[config.mk]
export PLATFORM = sky130hd
export DESIGN_NAME = readout_mode_context_b
export DESIGN_NICKNAME = d
export VERILOG_FILES = /design/src/logic/readout_pkg.sv /design/src/logic/readout_mode_context_b.sv /design/src/logic/scan_axis.sv
export SDC_FILE = /design/constraint.sdc
export NUM_CORES = 1
export LEC_CHECK = 0
export BUFFER_PORTS_ARGS = -buffer_cell sky130_fd_sc_hd__buf_2
export CELL_PAD_IN_SITES_DETAIL_PLACEMENT = 1
export CELL_PAD_IN_SITES_GLOBAL_PLACEMENT = 2
export CORE_MARGIN = 4
export CORE_UTILIZATION = 25
export DETAILED_ROUTE_END_ITERATION = 10
export HOLD_SLACK_MARGIN = 0.15
export PLACE_DENSITY = 0.66
export SLEW_MARGIN = 20
export SYNTH_ARGS = -nofsm -noshare
export SYNTH_HDL_FRONTEND = slang
export SYNTH_SLANG_ARGS = --single-unit
[constraint.sdc]
create_clock -name clock -period 18.1 [get_ports clock]
set_clock_uncertainty 0.15 [all_clocks]
set_input_delay 2.715 -clock clock [delete_from_list [all_inputs] [get_ports clock]]
set_output_delay 2.715 -clock clock [all_outputs]
set_load 0.05 [all_outputs]
[src/logic/readout_pkg.sv]
// shared constants and types for the second-context read mode block
package readout_pkg;
    // register byte addresses
    localparam logic [7:0] OFF_MODE_B = 8'h20;
    localparam logic [7:0] OFF_MODE_A = 8'h24;
    localparam logic [7:0] OFF_CTRL = 8'h28;
    localparam logic [7:0] OFF_COLWIN = 8'h2C;
    localparam logic [7:0] OFF_ROWWIN = 8'h30;
    localparam logic [7:0] OFF_STATUS = 8'h34;
    // read mode field positions
    localparam int B_XOR_LV = 15;
    localparam int B_CONT_LV = 14;
    localparam int B_LOW_POWER = 10;
    localparam int B_SHOW_BORDER = 9;
    localparam int B_OVERSIZE = 8;
    localparam int B_COL_SKIP4 = 5;
    localparam int B_ROW_SKIP4 = 4;
    localparam int B_COL_SKIP2 = 3;
    localparam int B_ROW_SKIP2 = 2;
    localparam int B_MIRROR_COL = 1;
    localparam int B_MIRROR_ROW = 0;
    // control field positions
    localparam int B_CTX_SEL = 0;
    localparam int B_HOLD_SYNC = 1;
    localparam int B_SHOW_BAD = 2;
    // window field positions
    localparam int B_WIN_START = 0;
    localparam int B_WIN_SIZE = 16;
    localparam int AW = 11;
    // reset values
    localparam logic [15:0] RST_MODE_B = 16'h0300;
    localparam logic [15:0] RST_MODE_A = 16'h040C;
    localparam logic [2:0] RST_CTRL = 3'h0;
    localparam logic [AW-1:0] RST_COL_START = 11'h010;
    localparam logic [AW-1:0] RST_COL_SIZE = 11'h040;
    localparam logic [AW-1:0] RST_ROW_START = 11'h008;
    localparam logic [AW-1:0] RST_ROW_SIZE = 11'h030;
    // timing counts in master clock cycles and lines
    localparam logic [7:0] HBLANK_CYC = 8'h10;
    localparam logic [7:0] VBLANK_LINES = 8'h04;
    localparam logic [1:0] BORDER_LAST = 2'h3;
    // frame-synchronised mode fields after context selection
    typedef struct packed {
        logic lowPower;
        logic oversize;
        logic colSkip4;
        logic rowSkip4;
        logic colSkip2;
        logic rowSkip2;
        logic mirrorCol;
        logic mirrorRow;
    } mode_t;
    typedef struct packed {
        logic [AW-1:0] colStart;
        logic [AW-1:0] colSize;
        logic [AW-1:0] rowStart;
        logic [AW-1:0] rowSize;
    } win_t;
    // pixel stream toward downstream capture
    typedef struct packed {
        logic frameValid;
        logic lineValid;
        logic pixelValid;
        logic border;
        logic [AW-1:0] row;
        logic [AW-1:0] col;
    } pix_t;
    typedef enum logic [0:0] {
        ST_LINE = 1'b0,
        ST_HBLANK = 1'b1
    } scan_state_t;
endpackage

[src/logic/readout_mode_context_b.sv]
// read mode control for the second readout context with an AHB-Lite register slave
//
// Contract
// - With the XOR bit set, line valid is the continuous line signal XOR frame valid.
// - Continuous or XOR mode keeps line pulses through vertical blanking, else none there; oversize without show-border blanks them there too.
// - Context B power bit selects low-power readout at half the master clock rate.
// - Oversize adds a four-pixel border on every side, eight rows and columns more.
// - With oversize set, show-border makes border pixels active or blanking.
// - Column 4x skip reads two columns then skips six.
// - Row 4x skip reads two rows then skips six.
// - Context B column 2x skip reads two columns then skips two.
// - Context B row 2x skip reads two rows then skips two.
// - Column mirror scans from start+size down to start+1, else start up to start+size-1.
// - Row mirror scans from start+size down to start+1, else start up to start+size-1.
// - While the hold bit is set, frame-synchronised changes are deferred.
// - Unless show-bad-frames is set, the first frame after a readout change is suppressed.
//
// The AHB-Lite interface to the registers was decided locally.
`timescale 1ns/10ps
module readout_mode_context_b (
    input wire logic clock,
    input wire logic resetn,
    input wire logic hsel,
    input wire logic [31:0] haddr,
    input wire logic [1:0] htrans,
    input wire logic hwrite,
    input wire logic [2:0] hsize,
    input wire logic [31:0] hwdata,
    input wire logic hready,
    output logic [31:0] hrdata,
    output logic hreadyout,
    output logic hresp,
    output readout_pkg::pix_t pixOut
);
    // ========================================
    // reset release
    logic rstSync1_r;
    logic rstSync2_r;
    logic rstn;

    // async assert, clocked release through two flops
    always_ff @(posedge clock or negedge resetn) begin
        if (!resetn) begin
            rstSync1_r <= 1'b0;
            rstSync2_r <= 1'b0;
        end else begin
            rstSync1_r <= 1'b1;
            rstSync2_r <= rstSync1_r;
        end
    end
    assign rstn = rstSync2_r;

    // ========================================
    // bus slave
    logic [15:0] modeB_r;
    logic [15:0] modeA_r;
    logic [2:0] ctrl_r;
    readout_pkg::win_t win_r;
    readout_pkg::mode_t act_r;
    readout_pkg::win_t actWin_r;
    logic suppress_r;
    logic wrPend_r;
    logic [7:0] wrAddr_r;
    logic addrPhase;
    logic [31:0] rdNxt;
    logic [15:0] statusWord;

    assign addrPhase = hsel && htrans[1] && hready;
    assign statusWord = {act_r, 6'h00, suppress_r, pixOut.frameValid};

    // read data is looked up in the address phase so hrdata comes from a flop
    always_comb begin
        rdNxt = 32'h0000_0000;
        unique case (haddr[7:0])
            readout_pkg::OFF_MODE_B: rdNxt = {16'h0000, modeB_r};
            readout_pkg::OFF_MODE_A: rdNxt = {16'h0000, modeA_r};
            readout_pkg::OFF_CTRL: rdNxt = {29'h0, ctrl_r};
            readout_pkg::OFF_COLWIN: rdNxt = {5'h0, win_r.colSize, 5'h0, win_r.colStart};
            readout_pkg::OFF_ROWWIN: rdNxt = {5'h0, win_r.rowSize, 5'h0, win_r.rowStart};
            readout_pkg::OFF_STATUS: rdNxt = {16'h0000, statusWord};
            default: rdNxt = 32'h0000_0000;
        endcase
        if (haddr[31:8] != 24'h000000) begin
            rdNxt = 32'h0000_0000;
        end
    end

    // zero wait states, always OKAY; unmapped reads give zero
    always_ff @(posedge clock or negedge rstn) begin
        if (!rstn) begin
            hrdata <= 32'h0000_0000;
            hreadyout <= 1'b0; // no transfer is taken until the bus flops leave reset
            hresp <= 1'b0;
            wrPend_r <= 1'b0;
            wrAddr_r <= 8'h00;
        end else begin
            hreadyout <= 1'b1;
            hresp <= 1'b0;
            wrPend_r <= addrPhase && hwrite && haddr[31:8] == 24'h000000;
            if (addrPhase) begin
                wrAddr_r <= haddr[7:0];
                if (!hwrite) begin
                    hrdata <= rdNxt;
                end
            end
        end
    end

    // data-phase writes; unmapped writes are dropped
    always_ff @(posedge clock or negedge rstn) begin
        if (!rstn) begin
            modeB_r <= readout_pkg::RST_MODE_B;
            modeA_r <= readout_pkg::RST_MODE_A;
            ctrl_r <= readout_pkg::RST_CTRL;
            win_r <= {readout_pkg::RST_COL_START, readout_pkg::RST_COL_SIZE,
                      readout_pkg::RST_ROW_START, readout_pkg::RST_ROW_SIZE};
        end else if (wrPend_r) begin
            unique case (wrAddr_r)
                readout_pkg::OFF_MODE_B: modeB_r <= hwdata[15:0];
                readout_pkg::OFF_MODE_A: modeA_r <= hwdata[15:0];
                readout_pkg::OFF_CTRL: ctrl_r <= hwdata[2:0];
                readout_pkg::OFF_COLWIN: begin
                    win_r.colStart <= hwdata[readout_pkg::B_WIN_START +: readout_pkg::AW];
                    win_r.colSize <= hwdata[readout_pkg::B_WIN_SIZE +: readout_pkg::AW];
                end
                readout_pkg::OFF_ROWWIN: begin
                    win_r.rowStart <= hwdata[readout_pkg::B_WIN_START +: readout_pkg::AW];
                    win_r.rowSize <= hwdata[readout_pkg::B_WIN_SIZE +: readout_pkg::AW];
                end
                default: ;
            endcase
        end
    end

    // ========================================
    // mode selection and frame-boundary shadowing
    readout_pkg::mode_t pend;
    logic ctxB;
    logic frameEnd;
    logic xorLv;
    logic contLv;
    logic showBorder;

    assign ctxB = ctrl_r[readout_pkg::B_CTX_SEL];
    assign xorLv = modeB_r[readout_pkg::B_XOR_LV];
    assign contLv = modeB_r[readout_pkg::B_CONT_LV];
    assign showBorder = modeB_r[readout_pkg::B_SHOW_BORDER];

    always_comb begin
        pend.lowPower = ctxB ? modeB_r[readout_pkg::B_LOW_POWER]
                             : modeA_r[readout_pkg::B_LOW_POWER];
        pend.colSkip2 = ctxB ? modeB_r[readout_pkg::B_COL_SKIP2]
                             : modeA_r[readout_pkg::B_COL_SKIP2];
        pend.rowSkip2 = ctxB ? modeB_r[readout_pkg::B_ROW_SKIP2]
                             : modeA_r[readout_pkg::B_ROW_SKIP2];
        pend.oversize = modeB_r[readout_pkg::B_OVERSIZE];
        pend.colSkip4 = modeB_r[readout_pkg::B_COL_SKIP4];
        pend.rowSkip4 = modeB_r[readout_pkg::B_ROW_SKIP4];
        pend.mirrorCol = modeB_r[readout_pkg::B_MIRROR_COL];
        pend.mirrorRow = modeB_r[readout_pkg::B_MIRROR_ROW];
    end

    // hold defers the update; held changes land at a later boundary
    always_ff @(posedge clock or negedge rstn) begin
        if (!rstn) begin
            act_r <= '0;
            actWin_r <= {readout_pkg::RST_COL_START, readout_pkg::RST_COL_SIZE,
                         readout_pkg::RST_ROW_START, readout_pkg::RST_ROW_SIZE};
        end else if (frameEnd && !ctrl_r[readout_pkg::B_HOLD_SYNC]) begin
            act_r <= pend;
            actWin_r <= win_r;
        end
    end

    // bad frame masking; a change only counts when it is applied
    always_ff @(posedge clock or negedge rstn) begin
        if (!rstn) begin
            suppress_r <= 1'b0;
        end else if (frameEnd) begin
            suppress_r <= !ctrl_r[readout_pkg::B_HOLD_SYNC] &&
                          !ctrl_r[readout_pkg::B_SHOW_BAD] &&
                          (pend != act_r || win_r != actWin_r);
        end
    end

    // ========================================
    // scan sequencing
    readout_pkg::scan_state_t state_r;
    logic half_r;
    logic pixEn;
    logic [7:0] hbCnt_r;
    logic [7:0] vbCnt_r;
    logic inVb_r;
    logic colLoad;
    logic colStep;
    logic rowLoad;
    logic rowStep;
    logic colLast;
    logic rowLast;
    logic colEdge;
    logic rowEdge;
    logic lineEnd;
    logic [readout_pkg::AW-1:0] colAddr;
    logic [readout_pkg::AW-1:0] rowAddr;

    // low power halves the pixel rate
    always_ff @(posedge clock or negedge rstn) begin
        if (!rstn) begin
            half_r <= 1'b0;
        end else begin
            half_r <= !half_r;
        end
    end
    assign pixEn = !act_r.lowPower || half_r;

    assign colStep = state_r == readout_pkg::ST_LINE && pixEn;
    assign lineEnd = colStep && colLast;
    assign colLoad = state_r == readout_pkg::ST_HBLANK && hbCnt_r == readout_pkg::HBLANK_CYC;
    assign rowStep = lineEnd && !inVb_r && !rowLast;
    assign frameEnd = lineEnd && !inVb_r && rowLast;
    assign rowLoad = lineEnd && inVb_r && vbCnt_r == readout_pkg::VBLANK_LINES - 8'h01;

    // line run, then horizontal blanking; lines keep running in vertical blanking
    always_ff @(posedge clock or negedge rstn) begin
        if (!rstn) begin
            state_r <= readout_pkg::ST_HBLANK;
            hbCnt_r <= 8'h00;
        end else begin
            unique case (state_r)
                readout_pkg::ST_LINE: begin
                    hbCnt_r <= 8'h00;
                    if (lineEnd) begin
                        state_r <= readout_pkg::ST_HBLANK;
                    end
                end
                readout_pkg::ST_HBLANK: begin
                    hbCnt_r <= hbCnt_r + 8'h01;
                    if (colLoad) begin
                        state_r <= readout_pkg::ST_LINE;
                    end
                end
            endcase
        end
    end

    // vertical blanking line count
    always_ff @(posedge clock or negedge rstn) begin
        if (!rstn) begin
            inVb_r <= 1'b1;
            vbCnt_r <= 8'h00;
        end else if (frameEnd) begin
            inVb_r <= 1'b1;
            vbCnt_r <= 8'h00;
        end else if (rowLoad) begin
            inVb_r <= 1'b0;
        end else if (lineEnd && inVb_r) begin
            vbCnt_r <= vbCnt_r + 8'h01;
        end
    end

    scan_axis #(.AW(readout_pkg::AW)) colAxis (
        .clock(clock),
        .rstn(rstn),
        .load(colLoad),
        .step(colStep),
        .base(actWin_r.colStart),
        .size(actWin_r.colSize),
        .mirror(act_r.mirrorCol),
        .skip2(act_r.colSkip2),
        .skip4(act_r.colSkip4),
        .border(act_r.oversize),
        .addr(colAddr),
        .edgePix(colEdge),
        .last(colLast)
    );

    scan_axis #(.AW(readout_pkg::AW)) rowAxis (
        .clock(clock),
        .rstn(rstn),
        .load(rowLoad),
        .step(rowStep),
        .base(actWin_r.rowStart),
        .size(actWin_r.rowSize),
        .mirror(act_r.mirrorRow),
        .skip2(act_r.rowSkip2),
        .skip4(act_r.rowSkip4),
        .border(act_r.oversize),
        .addr(rowAddr),
        .edgePix(rowEdge),
        .last(rowLast)
    );

    // ========================================
    // stream outputs
    logic fvNxt;
    logic lineRaw;
    logic isBorder;
    logic lvNxt;

    // border pixels come from the axis border phases
    assign isBorder = act_r.oversize && (colEdge || rowEdge);
    assign lineRaw = state_r == readout_pkg::ST_LINE && !(isBorder && !showBorder);
    assign fvNxt = !inVb_r && !suppress_r;

    always_comb begin
        if (xorLv) begin
            lvNxt = lineRaw ^ fvNxt;
        end else if (contLv) begin
            lvNxt = lineRaw && (inVb_r || !suppress_r);
        end else begin
            lvNxt = lineRaw && fvNxt;
        end
    end

    // registered so every stream output comes from a flop
    always_ff @(posedge clock or negedge rstn) begin
        if (!rstn) begin
            pixOut <= '0;
        end else begin
            pixOut.frameValid <= fvNxt;
            pixOut.lineValid <= lvNxt;
            pixOut.pixelValid <= lineRaw && fvNxt && pixEn;
            pixOut.border <= isBorder;
            pixOut.row <= rowAddr;
            pixOut.col <= colAddr;
        end
    end
endmodule

[src/logic/scan_axis.sv]
// one scan axis: border, skipping and mirrored address sequence
`timescale 1ns/10ps
module scan_axis #(
    parameter int AW = 11
) (
    input wire logic clock,
    input wire logic rstn,
    input wire logic load,
    input wire logic step,
    input wire logic [AW-1:0] base,
    input wire logic [AW-1:0] size,
    input wire logic mirror,
    input wire logic skip2,
    input wire logic skip4,
    input wire logic border,
    output logic [AW-1:0] addr,
    output logic edgePix,
    output logic last
);
    logic [AW-1:0] first;
    logic [AW-1:0] off;
    logic [AW-1:0] stride;
    logic [AW:0] fwdNext;
    logic [AW:0] fwdEnd;
    logic bodyEnd;
    logic [1:0] phase_r;
    logic [1:0] cnt_r;

    // pairs of two are read, then the skip gap jumps over the rest
    assign first = mirror ? base + size : base;
    assign off = mirror ? first - addr : addr - first;
    assign stride = !off[0] ? 11'h001 : skip4 ? 11'h007 : skip2 ? 11'h003 : 11'h001;
    assign fwdNext = {1'b0, addr} + {1'b0, stride};
    assign fwdEnd = {1'b0, base} + {1'b0, size};
    // mirrored runs stop at base+1, forward runs at base+size-1
    assign bodyEnd = mirror ? ({1'b0, addr} < {1'b0, base} + {1'b0, stride} + 12'h001)
                            : (fwdNext >= fwdEnd);
    assign edgePix = phase_r != 2'h1;
    assign last = (phase_r == 2'h2 && cnt_r == readout_pkg::BORDER_LAST) ||
                  (phase_r == 2'h1 && bodyEnd && !border);

    // phase 0 leading border, 1 body, 2 trailing border
    always_ff @(posedge clock or negedge rstn) begin
        if (!rstn) begin
            phase_r <= 2'h1;
            cnt_r <= 2'h0;
            addr <= '0;
        end else if (load) begin
            phase_r <= border ? 2'h0 : 2'h1;
            cnt_r <= 2'h0;
            addr <= first;
        end else if (step) begin
            unique case (phase_r)
                2'h0: begin
                    cnt_r <= cnt_r + 2'h1;
                    if (cnt_r == readout_pkg::BORDER_LAST) begin
                        phase_r <= 2'h1;
                    end
                end
                2'h1: begin
                    if (bodyEnd) begin
                        if (border) begin
                            phase_r <= 2'h2;
                        end
                    end else begin
                        addr <= mirror ? addr - stride : fwdNext[AW-1:0];
                    end
                end
                default: begin
                    if (cnt_r != readout_pkg::BORDER_LAST) begin
                        cnt_r <= cnt_r + 2'h1;
                    end
                end
            endcase
        end
    end
endmodule

**Word level (Yosys, flattened, before mapping)**

Cells that the tools add are included.

- Register bits: 251
- Bits in read-only memories: 0
- Bits of input ports: 74
- Latch bits: 0
- Word-level logic and storage cells: 235
- RAM bits: 0
- Memories: 0

- $add $sub $neg: 20
- Shift-type cells: 0
- Multiply operators: 0
- Reductions and logical operators: 71
- Bitwise logic cells: 3
- Div/mod/pow operators: 0
- Eq/ne operators: 36
- Multiplexer cells: 58
- Order comparisons: 4

Operators by type and width:

| cell | number |
|---|---|
| two-way mux 11 bit | 16 |
| case mux 27 bit (6 select lines) | 1 |
| == test 8 x 6 -> 1 bit (second input constant) | 11 |
| adder 11 x 11 -> 12 bit | 6 |
| inequality test 44 bit | 1 |
| two-way mux 2 bit | 17 |
| two-way mux 32 bit | 1 |
| logical AND 1 bit | 28 |
| adder 12 x 1 -> 12 bit (second input constant) | 2 |
| >= comparator 12 bit | 2 |
| logical NOT 24 bit | 1 |
| < comparator 11 x 12 -> 1 bit | 2 |
| two-way mux 8 bit | 3 |
| nonzero test 24 bit | 1 |
| adder 11 bit | 2 |
| subtractor 11 bit | 2 |
| adder 8 x 1 -> 8 bit (second input constant) | 2 |
| case mux 2 bit (2 select lines) | 4 |
| case mux 8 bit (2 select lines) | 1 |
| two-way mux 1 bit | 14 |
| AND reduction 2 bit | 7 |
| inequality test 2 x 1 -> 1 bit (second input constant) | 6 |
| inequality test 3 x 1 -> 1 bit (second input constant) | 4 |
| AND reduction 3 bit | 4 |
| 18 further kinds | 54 |

**Longest topological paths before layout**

Gate-level depths: netlist (run 1).

- Depth after elaboration: 17
- Gate-level depth with buffers: 25

**By module**

Synthesis (run 1) repeated with hierarchy kept, for this count alone.

- Cell total of the unflattened synthesis: 1359
- Area, all modules: 14830.5 sq um

By module, submodules not included:

| module | cells an instance | sequential area each (sq um) | instances | area an instance (sq um) |
|---|---|---|---|---|
| readout_mode_context_b | 706 | 5426.5 | 1 | 9521.6 |
| scan_axis (rowAxis) | 347 | 376.6 | 1 | 2731.4 |
| scan_axis (colAxis) | 306 | 376.6 | 1 | 2577.5 |

**Worst setup path before layout (run 1)**

No wires, ideal clock.

- Path type: register to register
- Start: register act_r[1] in the netlist's numbering
- End: register actWin_r[10] in the netlist's numbering
- Buffers on the path: 2
- Data arrival time: 4921 ps
- Required time: 17825 ps
- Setup slack: 12904 ps
- Period minus slack after synthesis: 5196 ps
- Stages on the path, launching flop included: 22
- Cells stage by stage: dfrtp_1 -> clkbuf_1 -> mux2i_1 -> xnor2_1 -> o21ai_0 -> inv_1 -> fa_1 -> nor2b_1 -> o21ai_0 -> nor2_1 -> nand3_1 -> nor2_1 -> xor2_1 -> ha_1 -> nand4_1 -> nor4_1 -> o31ai_1 -> a311oi_2 -> o21ai_2 -> nor4_4 -> buf_6 -> mux2_2

- Longest elaborated chain between the ends: 15
- Elaborated cells between the ends (all ways): 18
- Classes of those cells: 5 x add/sub; 2 x order compare; 4 x mux; 7 x reduce/logical

Ends and longest elaborated chain:

| what | RTL line | source |
|---|---|---|
| from (decl) | readout_mode_context_b.sv:59 | `readout_pkg::mode_t act_r;` |
| from (signal assigned) | readout_mode_context_b.sv:170 | `act_r <= pend;` |
| two-way mux 11 bit | scan_axis.sv:30 | `assign first = mirror ? base + size : base;` |
| subtractor 1 bit | scan_axis.sv:31 | `assign off = mirror ? first - addr : addr - first;` |
| two-way mux 1 bit | scan_axis.sv:31 |  |
| two-way mux 11 bit | scan_axis.sv:32 | `assign stride = !off[0] ? 11'h001 : skip4 ? 11'h007 : skip2 ? 11'h003 : 11'h001;` |
| adder 11 x 11 -> 12 bit | scan_axis.sv:36 | `assign bodyEnd = mirror ? ({1'b0, addr} < {1'b0, base} + {1'b0, stride} + 12'h001)` |
| adder 12 x 1 -> 12 bit | scan_axis.sv:36 |  |
| < comparator 11 x 12 -> 1 bit | scan_axis.sv:36 |  |
| two-way mux 1 bit * | scan_axis.sv:36 |  |
| logical AND 1 bit * (2 in a row) | scan_axis.sv:40 | `(phase_r == 2'h1 && bodyEnd && !border);` |
| logical OR 1 bit * | scan_axis.sv:39 | `assign last = (phase_r == 2'h2 && cnt_r == readout_pkg::BORDER_LAST) \|\|` |
| logical AND 1 bit * | readout_mode_context_b.sv:217 | `assign lineEnd = colStep && colLast;` |
| logical AND 1 bit * (2 in a row) | readout_mode_context_b.sv:220 | `assign frameEnd = lineEnd && !inVb_r && rowLast;` |
| logical AND 1 bit * | readout_mode_context_b.sv:169 | `end else if (frameEnd && !ctrl_r[readout_pkg::B_HOLD_SYNC]) begin` |
| to (signal assigned) | readout_mode_context_b.sv:167 | `actWin_r <= {readout_pkg::RST_COL_START, readout_pkg::RST_COL_SIZE,` |
| to (signal assigned) | readout_mode_context_b.sv:171 | `actWin_r <= win_r;` |
| to (decl) | readout_mode_context_b.sv:60 | `readout_pkg::win_t actWin_r;` |

Every way passes the cells marked *; elsewhere a longest branch is shown, timed or not.
A chain may end at the register's enable or synchronous reset.

**Worst setup path after layout (run 1)**

- Start: register actWin_r[33] in the netlist's numbering
- End: register actWin_r[40] in the netlist's numbering

- Longest elaborated chain between the ends: 16
- Elaborated cells between the ends (all ways): 20
- Classes of those cells: 7 x add/sub; 2 x order compare; 4 x mux; 7 x reduce/logical

Ends and longest elaborated chain:

| what | RTL line |
|---|---|
| adder 11 bit | scan_axis.sv:30 |
| two-way mux 11 bit | scan_axis.sv:30 |
| subtractor 1 bit | scan_axis.sv:31 |
| two-way mux 1 bit | scan_axis.sv:31 |
| two-way mux 11 bit | scan_axis.sv:32 |
| adder 11 x 11 -> 12 bit | scan_axis.sv:36 |
| adder 12 x 1 -> 12 bit | scan_axis.sv:36 |
| < comparator 11 x 12 -> 1 bit | scan_axis.sv:36 |
| two-way mux 1 bit * | scan_axis.sv:36 |
| logical AND 1 bit * (2 in a row) | scan_axis.sv:40 |
| logical OR 1 bit * | scan_axis.sv:39 |
| logical AND 1 bit * | readout_mode_context_b.sv:217 |
| logical AND 1 bit * (2 in a row) | readout_mode_context_b.sv:220 |
| logical AND 1 bit * | readout_mode_context_b.sv:169 |

Marked as above.

==> results of run 1 <==
[metrics by stage]
stage / util / area (um2) / hold slack, ns / power, mW
after global routing: 0.296 / 16700 / 0.203 / 2.59
after global placement: 0.276 / 15600 / 0.188 / 1.75
after detailed placement: 0.276 / 15600 / 0.186 / 1.77
after floorplan: - / 14200 / 0.181 / 1.49
after CTS: 0.295 / 16600 / 0.202 / 2.44
final: 0.296 / 16700 / 0.204 / 2.40
[what timing repair did]
item | 4_1_cts | 5_1_grt
setup endpoints to repair | 0 | 0
buffers inserted | 0 | 0
hold endpoints to repair | 0 | 4
hold buffers | 0 | 2
[report_power, final]
| part | switching (mW) | total (mW) | internal [mW] |
|---|---|---|---|
| combinational | 0.563 | 0.949 | 0.386 |
| clock | 0.259 | 0.647 | 0.388 |
| sequential | 0.154 | 0.802 | 0.649 |
| total | 0.975 | 2.40 | 1.42 |
[Yosys cell counts, types with 4 or more instances]
master and number:
buf_6 7, nand2b_1 11, nor2b_1 16, nor4_1 23, o211ai_1 10, nand4_1 14, fa_1 8, ha_1 84
mux2_2 139, o31ai_1 4, a22oi_1 19, nor3_1 16, nand3_1 30, a211oi_1 15, and3_1 12, and2_1 12
xor2_1 55, clkbuf_1 47, xnor2_1 83, buf_4 6, o21ai_0 63, nand2_1 98, inv_1 35, dfrtp_1 227
buf_1 5, dfstp_2 19, nor2_1 79, o21bai_1 6, a21oi_1 69, or3_1 5, buf_2 5, mux2i_1 17
nor3b_1 4, a22o_1 12, a31oi_1 10, a21o_1 14
[worst max-delay path, cell delays in order, from the launching register on]
cell and delay [ns]:
dfrtp_1 0.45, ha_1 0.33, mux2i_1 0.24, xnor2_1 0.11, o21ai_0 0.30, inv_1 0.17, fa_1 0.45, nor2b_1 0.15
o21ai_0 0.37, nor2_1 0.15, nand3_1 0.17, nor2_1 0.08, xor2_1 0.16, ha_1 0.31, nand4_1 0.15, nor4_1 0.28
o31ai_1 0.19, a311oi_2 0.48, o21ai_2 0.07, buf_4 0.26, nor4_4 0.26, buf_4 0.43, mux2_2 0.40
[how the worst min path moves through the flow]
stage | startpoint | to | slack, ns | cells after the start
floorplan | rstSync1_r | rstSync2_r | 0.18 | 0
global placement | rstSync1_r | rstSync2_r | 0.19 | 0
detailed placement | rstSync1_r | rstSync2_r | 0.19 | 0
CTS | rstSync1_r | rstSync2_r | 0.20 | 0
global route | rstSync1_r | rstSync2_r | 0.20 | 0
finish | rstSync1_r | rstSync2_r | 0.20 | 0
[layer usage]
| metal | up-vias | global-route usage |
|---|---|---|
| met5 | - | 0 |
| met3 | 42 | 0.0219 |
| met4 | 0 | 0.0289 |
| met2 | 183 | 0.239 |
| met1 | 5350 | 0.205 |
| li1 | 4968 | - |
[flip-flops by register name, indices dropped and copies added (netlist names), 11 cells and up]
register / cells
modeB_r: 16
colAxis.addr: 11
hrdata: 27
win_r: 44
actWin_r: 44
rowAxis.addr: 11
pixOut: 26
modeA_r: 16
[cells by family after synthesis]
logic type,count (synthesis)
adders and majority gates,92
and+or+nand+nor,336
buffers and inverters,105
DFF,246
other,2
xor gates and xnor gates,138
muxes,158
AOI/OAI and AO/OA,256
[area by class of cell]
| cell class | count | area share |
|---|---|---|
| clock buffers | 34 | 0.0477 |
| flip-flops and latches | 246 | 0.370 |
| repair buffers | 137 | 0.0462 |
| inverters | 35 | 0.00787 |
| multi-input cells | 988 | 0.455 |
| clock inverters | 22 | 0.0160 |
| well taps | 756 | 0.0567 |
==> flow_metrics.env, run 1 <==
export IMPL_synth_area_leaders="dfrtp_1 40%, mux2_2 11%, ha_1 7.4%"
export IMPL_hold_class="register to register"
export IMPL_yosysWarnings=0
export IMPL_power_density_nw_per_um2=144
export IMPL_dp_cells=2159
export IMPL_start_kind="register"
export IMPL_drc_errors=0
export IMPL_fin_nets=1604
export IMPL_num_vias=10543
export IMPL_cts_htree_levels=1
export IMPL_synth_compound_area_share=0.117
export IMPL_synth_top_family_by_area="multiplexers"
export IMPL_setup_viol=0
export IMPL_avgViaCountPerCell=4.75
export IMPL_synth_edf_count=0
export IMPL_clock_latency_ns=0.58
export IMPL_r2r_setup_slack_ns=11.81
export IMPL_grt_pass1_wl_um=69000
export IMPL_r2r_end="actWin_r[40]"
export IMPL_cts_tree="built"
export IMPL_io_buffers=118
export IMPL_muxShareOfSynthArea=0.126
export IMPL_reg2regPathDepth=22
export IMPL_period_share=0.348
export IMPL_drt_met1_wl_um=21300
export IMPL_grt_max_degree=177
export IMPL_clock_path_buffers=3
export IMPL_peakVddDrop_v=0.0000798
export IMPL_netlist_area_leader_share=0.400
export IMPL_start_util=0.252
export IMPL_ios=134
export IMPL_nFillCells=6411
export IMPL_synth_ff_type="dfrtp_1"
export IMPL_drtPass1Iterations=4
export IMPL_yosysTopAreaCell="dfrtp_1"
export IMPL_antenna_cells=0
export IMPL_grt_antenna_before_repair=0
export IMPL_critPathMaxFanout=33
export IMPL_syn_inst=1333
export IMPL_fmax_mhz=159
export IMPL_max_slew_worst_pin_slew_ns=1.01
export IMPL_dr_wl_met2_um=20700
export IMPL_grt_pass1_vias=11093
export IMPL_crit_arrival_ns=6.59
export IMPL_track_usage=0.146
export IMPL_netlist_area_um2=14200
export IMPL_cap_violations=0
export IMPL_seq_area_um2=6180
export IMPL_startpoint="actWin_r[33]"
export IMPL_synthXorXnorAreaFrac=0.0850
export IMPL_max_slew_margin=0.325
export IMPL_final_max_slew_violation_count=0
export IMPL_dieArea_um2=60700
export IMPL_status="finished clean"
export IMPL_top_layer="met4"
export IMPL_drive_above_1_share=0.249
export IMPL_multi_input_area_um2=7600
export IMPL_path_clk_slew_ns=0.07
export IMPL_hold_viol=0
export IMPL_final_cell_mix="226 x dfrtp_1, 139 x mux2_2, 118 x buf_2, 98 x nand2_1, 84 x ha_1"
export IMPL_rows=87
export IMPL_final_common_cell="dfrtp_1"
export IMPL_route_met3_wl_um=1970
export IMPL_drtIter0Drc=481
export IMPL_setup_tns_ns=0
export IMPL_critPathCaptureType="register"
export IMPL_final_cells=2218
export IMPL_timing_rr_start="actWin_r[33]"
export IMPL_p_leak_nw=7.57
export IMPL_syn_area_per_cell_um2=10.7
export IMPL_numCtsBuffers=30
export IMPL_synth_async_sr_flop_share=1.00
export IMPL_synth_distinct_cells=71
export IMPL_ys_seq_area_frac=0.435
export IMPL_crit_required_ns=18.40
export IMPL_place_ws_ns=11.79
export IMPL_wire_per_inst_um=20.2
export IMPL_area_growth_syn_to_layout_pct=17.4
export IMPL_ys_ff_latch=246
export IMPL_worstSetupEndpoint="actWin_r[40]"
export IMPL_die_x_um=246
export IMPL_fin_crit_ns=6.29
export IMPL_hpwl_um=33100
export IMPL_grt_overflow_total=0
export IMPL_routed_wirelength_um=44700
export IMPL_synth_fa_ha_area_frac=0.0852
export IMPL_yosys_area_share_simple=0.118
export IMPL_coreArea_um2=56400
export IMPL_crit_type="register to register"
export IMPL_clock_sinks=246
export IMPL_ctsRootBufferMaster="clkbuf_16"
export IMPL_post_cts_resized=0
export IMPL_final_antenna_net_count=0
export IMPL_fin_ws_ns=11.81
export IMPL_die_h_um=246
export IMPL_rsz0062_at_grt="false"
export IMPL_gp_congestion=0.789
Power figures use the tool's default switching activity.
==> inputs of run 2 (changes only) <==
--- a/config.mk
+++ b/config.mk
@@ -12,7 +12,7 @@
 export CORE_UTILIZATION = 25
 export DETAILED_ROUTE_END_ITERATION = 10
 export HOLD_SLACK_MARGIN = 0.15
-export PLACE_DENSITY = 0.66
+export PLACE_DENSITY = 0.68
 export SLEW_MARGIN = 20
 export SYNTH_ARGS = -nofsm -noshare
 export SYNTH_HDL_FRONTEND = slang
==> constraint.sdc (replaced) <==
create_clock -name clock -period 5.6 [get_ports clock]
set_clock_uncertainty 0.15 [all_clocks]
set_input_delay 0.84 -clock clock [delete_from_list [all_inputs] [get_ports clock]]
set_output_delay 0.84 -clock clock [all_outputs]
set_load 0.05 [all_outputs]
==> run 2 against run 1 <==
Maximum frequency up 18%. Sequential power rose to 3.2 times the previous value. Largest cell class unchanged. Final area grew 2.8%. Count of clock-buffer cells in the layout is 11 higher. Clock power grew to 3.0 times the previous value. Highest routed layer is now met5. Critical path depth fell by 3. First-iteration DRC count down 4.8%. Final cell count up 2.6%. Flip-flop and latch count did not move. Via count rose by 2.3%. Global-route usage is 0.36 points higher. Worst setup slack lost 12 ns.
==> flow_metrics.env, run 2 (synthesis gave the netlist of run 1 again) <==
export IMPL_top_regs="actWin_r x44, win_r x44, hrdata x27"
export IMPL_fin_ws_ns=0.282
export IMPL_critPathCaptureType="register"
export IMPL_grt_max_degree=130
export IMPL_crit_slowest_cell="mux4_1"
export IMPL_coreArea_um2=56400
export IMPL_clock_path_buffers=3
export IMPL_ios=134
export IMPL_start_kind="register"
export IMPL_path_clk_slew_ns=0.06
export IMPL_setup_tns_ns=0
export IMPL_grt_pass1_wl_um=70800
export IMPL_finalPower_mw=7.96
export IMPL_period_share=0.950
export IMPL_start_util=0.252
export IMPL_cap_violations=0
export IMPL_drive_above_1_share=0.283
export IMPL_final_max_slew_violation_count=0
export IMPL_area_growth_syn_to_layout_pct=20.7
export IMPL_max_slew_margin=0.336
export IMPL_hpwl_um=34400
export IMPL_final_common_cell="dfrtp_1"
export IMPL_path_buf_inv=2
export IMPL_die_x_um=246
export IMPL_peakVddDrop_v=0.000219
export IMPL_power_density_nw_per_um2=464
export IMPL_final_antenna_net_count=0
export IMPL_hold_viol=0
export IMPL_crit_arrival_ns=5.62
export IMPL_ctsRootBufferMaster="clkbuf_16"
export IMPL_p_leak_nw=7.82
export IMPL_slowest_delay_ns=0.59
export IMPL_setup_viol=0
export IMPL_cts_tree="built"
export IMPL_num_vias=10781
export IMPL_max_slew_worst_pin_slew_ns=0.997
export IMPL_crit_required_ns=5.91
export IMPL_grt_overflow_total=0
export IMPL_dieArea_um2=60700
export IMPL_die_h_um=246
export IMPL_critPathMaxFanout=2
export IMPL_wire_per_inst_um=20.0
export IMPL_drtIter0Drc=458
export IMPL_dpl_cell_area_um2=16000
export IMPL_grt_pass1_vias=11832
export IMPL_fmax_mhz=188
export IMPL_fin_nets=1658
export IMPL_nFillCells=6473
export IMPL_worstPathCellList="ha_1 -> fa_1 -> a21o_1 -> a21oi_1 -> o21bai_1 -> a2111o_1 -> a31o_2 -> a21oi_1 -> xor2_1 -> ha_1 -> nor2b_1 -> o21ai_0 -> a32o_2 -> a311oi_2 -> buf_4 -> buf_4 -> o211ai_4 -> mux4_1 -> mux2_2"
export IMPL_grt_antenna_before_repair=3
export IMPL_numCtsBuffers=29
export IMPL_critPathTopFamily="compound AO/OA/AOI/OAI gates"
export IMPL_avgViaCountPerCell=4.74
export IMPL_routed_wirelength_um=45500
export IMPL_drc_errors=0
export IMPL_track_usage=0.149
export IMPL_fin_area_um2=17200
export IMPL_place_ws_ns=-0.324
export IMPL_fin_crit_ns=5.32
export IMPL_gp_congestion=0.790
export IMPL_status="finished clean"
export IMPL_clock_sinks=246
export IMPL_drtPass1Iterations=4
export IMPL_final_cells=2275
export IMPL_hold_class="register to register"
export IMPL_dp_cells=2213
export IMPL_hold_ws_ns=0.203
export IMPL_io_buffers=118
export IMPL_rsz0062_at_grt="false"
export IMPL_final_cell_mix="225 x dfrtp_1, 139 x mux2_2, 118 x buf_2, 97 x nand2_1, 82 x ha_1"
export IMPL_clock_latency_ns=0.58
export IMPL_crit_type="register to register"
export IMPL_final_util=0.304
export IMPL_rows=87
export IMPL_cts_htree_levels=1
run 2: layout make-up:
type                    instances  area (um2)  share of cell area
diodes                          4        10.0            0.000583
clock buffers                  45         846              0.0493
clock inverters                 9         133             0.00773
inverters                      35         131             0.00766
multi-input cells             988        7700               0.449
flip-flops and latches        246        6180               0.360
well taps                     756         946              0.0551
repair buffers                192        1210              0.0703
run 2: path summary, 6_finish.rpt:
check	startpoint	to	slack [ns]	cells past startpoint
max	actWin_r[22]	rowAxis.addr[3]	0.28	19
max in group asynchronous	rstSync2_r	win_r[26]	3.66	1
min reg2reg	rstSync1_r	rstSync2_r	0.20	0
min in group asynchronous	rstSync2_r	hreadyout	0.21	0
max reg2reg	actWin_r[22]	rowAxis.addr[3]	0.28	19
min	rstSync1_r	rstSync2_r	0.20	0
run 2: repair_timing:
| action | in CTS | in global routing |
|---|---|---|
| hold endpoints to repair | 2 | 0 |
| endpoints found under the setup margin | 56 | 78 |
| resized for setup | 7 | 22 |
| pin swaps | 0 | 5 |
| gates cloned | 0 | 0 |
| setup buffers | 0 | 3 |
| hold buffers | 1 | 0 |
run 2: metal layers:
metal,up-vias,GRT usage,share of wire
met5,-,0,0.00029
met4,2,0.0385,0.023
met3,67,0.0233,0.051
met2,187,0.250,0.47
met1,5443,0.201,0.46
li1,5082,-,-
run 2: power breakdown:
part / switching, mW / total (mW) / internal (mW) / leakage [nW]
clock network: 0.796 / 1.97 / 1.17 / 0.472
registers: 0.482 / 2.58 / 2.10 / 3.19
logic: 1.95 / 3.41 / 1.46 / 4.17
total: 3.23 / 7.96 / 4.73 / 7.82
==> inputs of run 3 (changes only) <==
==> constraint.sdc (replaced) <==
create_clock -name clock -period 5.6 [get_ports clock]
set_clock_uncertainty 0.15 [all_clocks]
set_input_delay 0 -clock clock [delete_from_list [all_inputs] [get_ports clock]]
set_output_delay 0 -clock clock [all_outputs]
set_load 0.05 [all_outputs]
==> run 3 against run 2 <==
Worst hold slack got worse by 0.036 ns. Count of clock-buffer cells in the layout shrank 6. Combinational power about the same. Critical path type unchanged.
==> flow_metrics.env, run 3 (synthesis gave the netlist of run 1 again) <==
export IMPL_status="finished clean"
export IMPL_final_max_slew_violation_count=0
export IMPL_fmax_mhz=189
export IMPL_gp_congestion=0.801
export IMPL_hpwl_um=34000
export IMPL_fin_crit_ns=5.29
export IMPL_crit_type="register to register"
export IMPL_critPathMaxFanout=28
export IMPL_final_antenna_net_count=0
export IMPL_routed_wirelength_um=46800
export IMPL_period_share=0.945
export IMPL_hold_class="input port to register"
export IMPL_start_kind="register"
export IMPL_final_common_cell="dfrtp_1"
export IMPL_numCtsBuffers=29
export IMPL_final_util=0.318
export IMPL_drtPass1Iterations=5
export IMPL_top_regs="actWin_r x44, win_r x44, hrdata x27"
export IMPL_hold_ws_ns=0.167
export IMPL_drc_errors=0
export IMPL_clock_latency_ns=0.59
export IMPL_grt_overflow_total=0
export IMPL_final_cells=2344
export IMPL_num_vias=11140
export IMPL_track_usage=0.154
export IMPL_clock_path_buffers=3
export IMPL_grt_max_degree=105
export IMPL_die_x_um=246
export IMPL_p_leak_nw=8.14
export IMPL_setup_viol=0
export IMPL_drtIter0Drc=483
export IMPL_ios=134
export IMPL_fin_nets=1732
export IMPL_critPathCaptureType="register"
export IMPL_setup_tns_ns=0
export IMPL_max_slew_worst_pin_slew_ns=1.07
export IMPL_crit_required_ns=5.93
export IMPL_power_density_nw_per_um2=443
export IMPL_wire_per_inst_um=20.0
export IMPL_hold_viol=0
export IMPL_dieArea_um2=60700
export IMPL_grt_antenna_before_repair=1
export IMPL_reg2regPathDepth=20
export IMPL_grt_pass1_vias=12168
export IMPL_grt_pass1_wl_um=73200
export IMPL_holdPathStages=3
export IMPL_dp_cells=2193
export IMPL_start_util=0.252
export IMPL_crit_arrival_ns=5.62
export IMPL_avgViaCountPerCell=4.75
export IMPL_path_clk_slew_ns=0.06
export IMPL_die_h_um=246
export IMPL_antenna_cells=0
export IMPL_coreArea_um2=56400
export IMPL_clock_sinks=246
export IMPL_drive_above_1_share=0.259
export IMPL_cts_tree="built"
export IMPL_ctsRootBufferMaster="clkbuf_16"
export IMPL_final_cell_mix="226 x dfrtp_1, 139 x mux2_2, 118 x buf_2, 98 x nand2_1, 93 x dlygate4sd3_1"
export IMPL_area_growth_syn_to_layout_pct=26.1
export IMPL_peakVddDrop_v=0.000232
export IMPL_rows=87
export IMPL_io_buffers=118
export IMPL_cap_violations=0
export IMPL_max_slew_margin=0.287
export IMPL_rsz0062_at_grt="false"
export IMPL_cts_htree_levels=1
## run 3: changes by cell type in the layout (fill, tap and decap cells not counted), sizes merged
cell / previous run / this run
buf: 191 / 172
clkinv: 3 / 8
clkbuf: 45 / 39
bufbuf: 0 / 1
diode: 4 / 0
dlygate4sd3: 1 / 93
## run 3: stage by stage
| step | setup slack [ns] | total power [mW] | area [um2] |
|---|---|---|---|
| finish | 0.305 | 7.95 | 17900 |
| global placement | 0.143 | 5.77 | 15900 |
| CTS | 0.000577 | 7.97 | 17800 |
| floorplan | 0.404 | 4.80 | 14200 |
| detailed placement | 0.0299 | 5.85 | 15900 |
| global route | 0.000251 | 8.54 | 17900 |
## run 3: final timing paths
kind / start / end / slack [ns]
worst min register to register: rstSync1_r / rstSync2_r / 0.20
worst max-delay path: actWin_r[0] / actWin_r[17] / 0.31
worst max register to register: actWin_r[0] / actWin_r[17] / 0.31
max in group asynchronous: rstSync2_r / hrdata[5] / 4.07
worst min-delay path: hwdata[9] / win_r[42] / 0.17
min in group asynchronous: rstSync2_r / hreadyout / 0.21
## run 3: layout make-up
class                           count  area (um2)
Timing Repair Buffer              266        2020
Sequential cell                   246        6180
Clock inverter                     14         173
Multi-Input combinational cell    988        7660
Clock buffer                       39         813
Fill cell                        6405       38500
Tap cell                          756         946
Inverter                           35         131
## run 3: power breakdown
group	leakage [nW]	total, mW	switching [mW]	internal, mW
Combinational	4.47	3.39	1.97	1.42
Clock	0.483	1.98	0.821	1.16
Sequential	3.19	2.57	0.477	2.10
## run 3: per-layer routing
metal	global-route usage	up-vias	share of wire
met2	0.270	183	0.49
met5	0	-	0
met4	0.0365	0	0.020
met3	0.0190	50	0.034
li1	-	5208	-
met1	0.202	5699	0.46
## run 3: worst max-delay path: stages (launching register included)
cell and delay [ns]:
dfrtp_1 0.38, ha_1 0.33, mux2i_2 0.20, xnor2_1 0.12, o21ai_2 0.11, inv_1 0.10
fa_1 0.40, nor2b_2 0.18, o2111a_1 0.28, and2_1 0.20, nand2_1 0.10, xnor2_1 0.08
ha_1 0.32, o2111ai_1 0.15, or4_1 0.59, a32oi_4 0.25, a21oi_2 0.14, nor4_4 0.22
buf_4 0.19, bufbuf_16 0.34, mux2_2 0.35
## run 3: what timing repair did
action                                 4_1_cts  5_1_grt
setup buffers                                1        2
gates cloned                                 1        0
resized for setup                            1       21
pin swaps                                    1        3
hold buffers                                93        0
setup endpoints to repair                   14       77
endpoints found under the hold margin      117        0
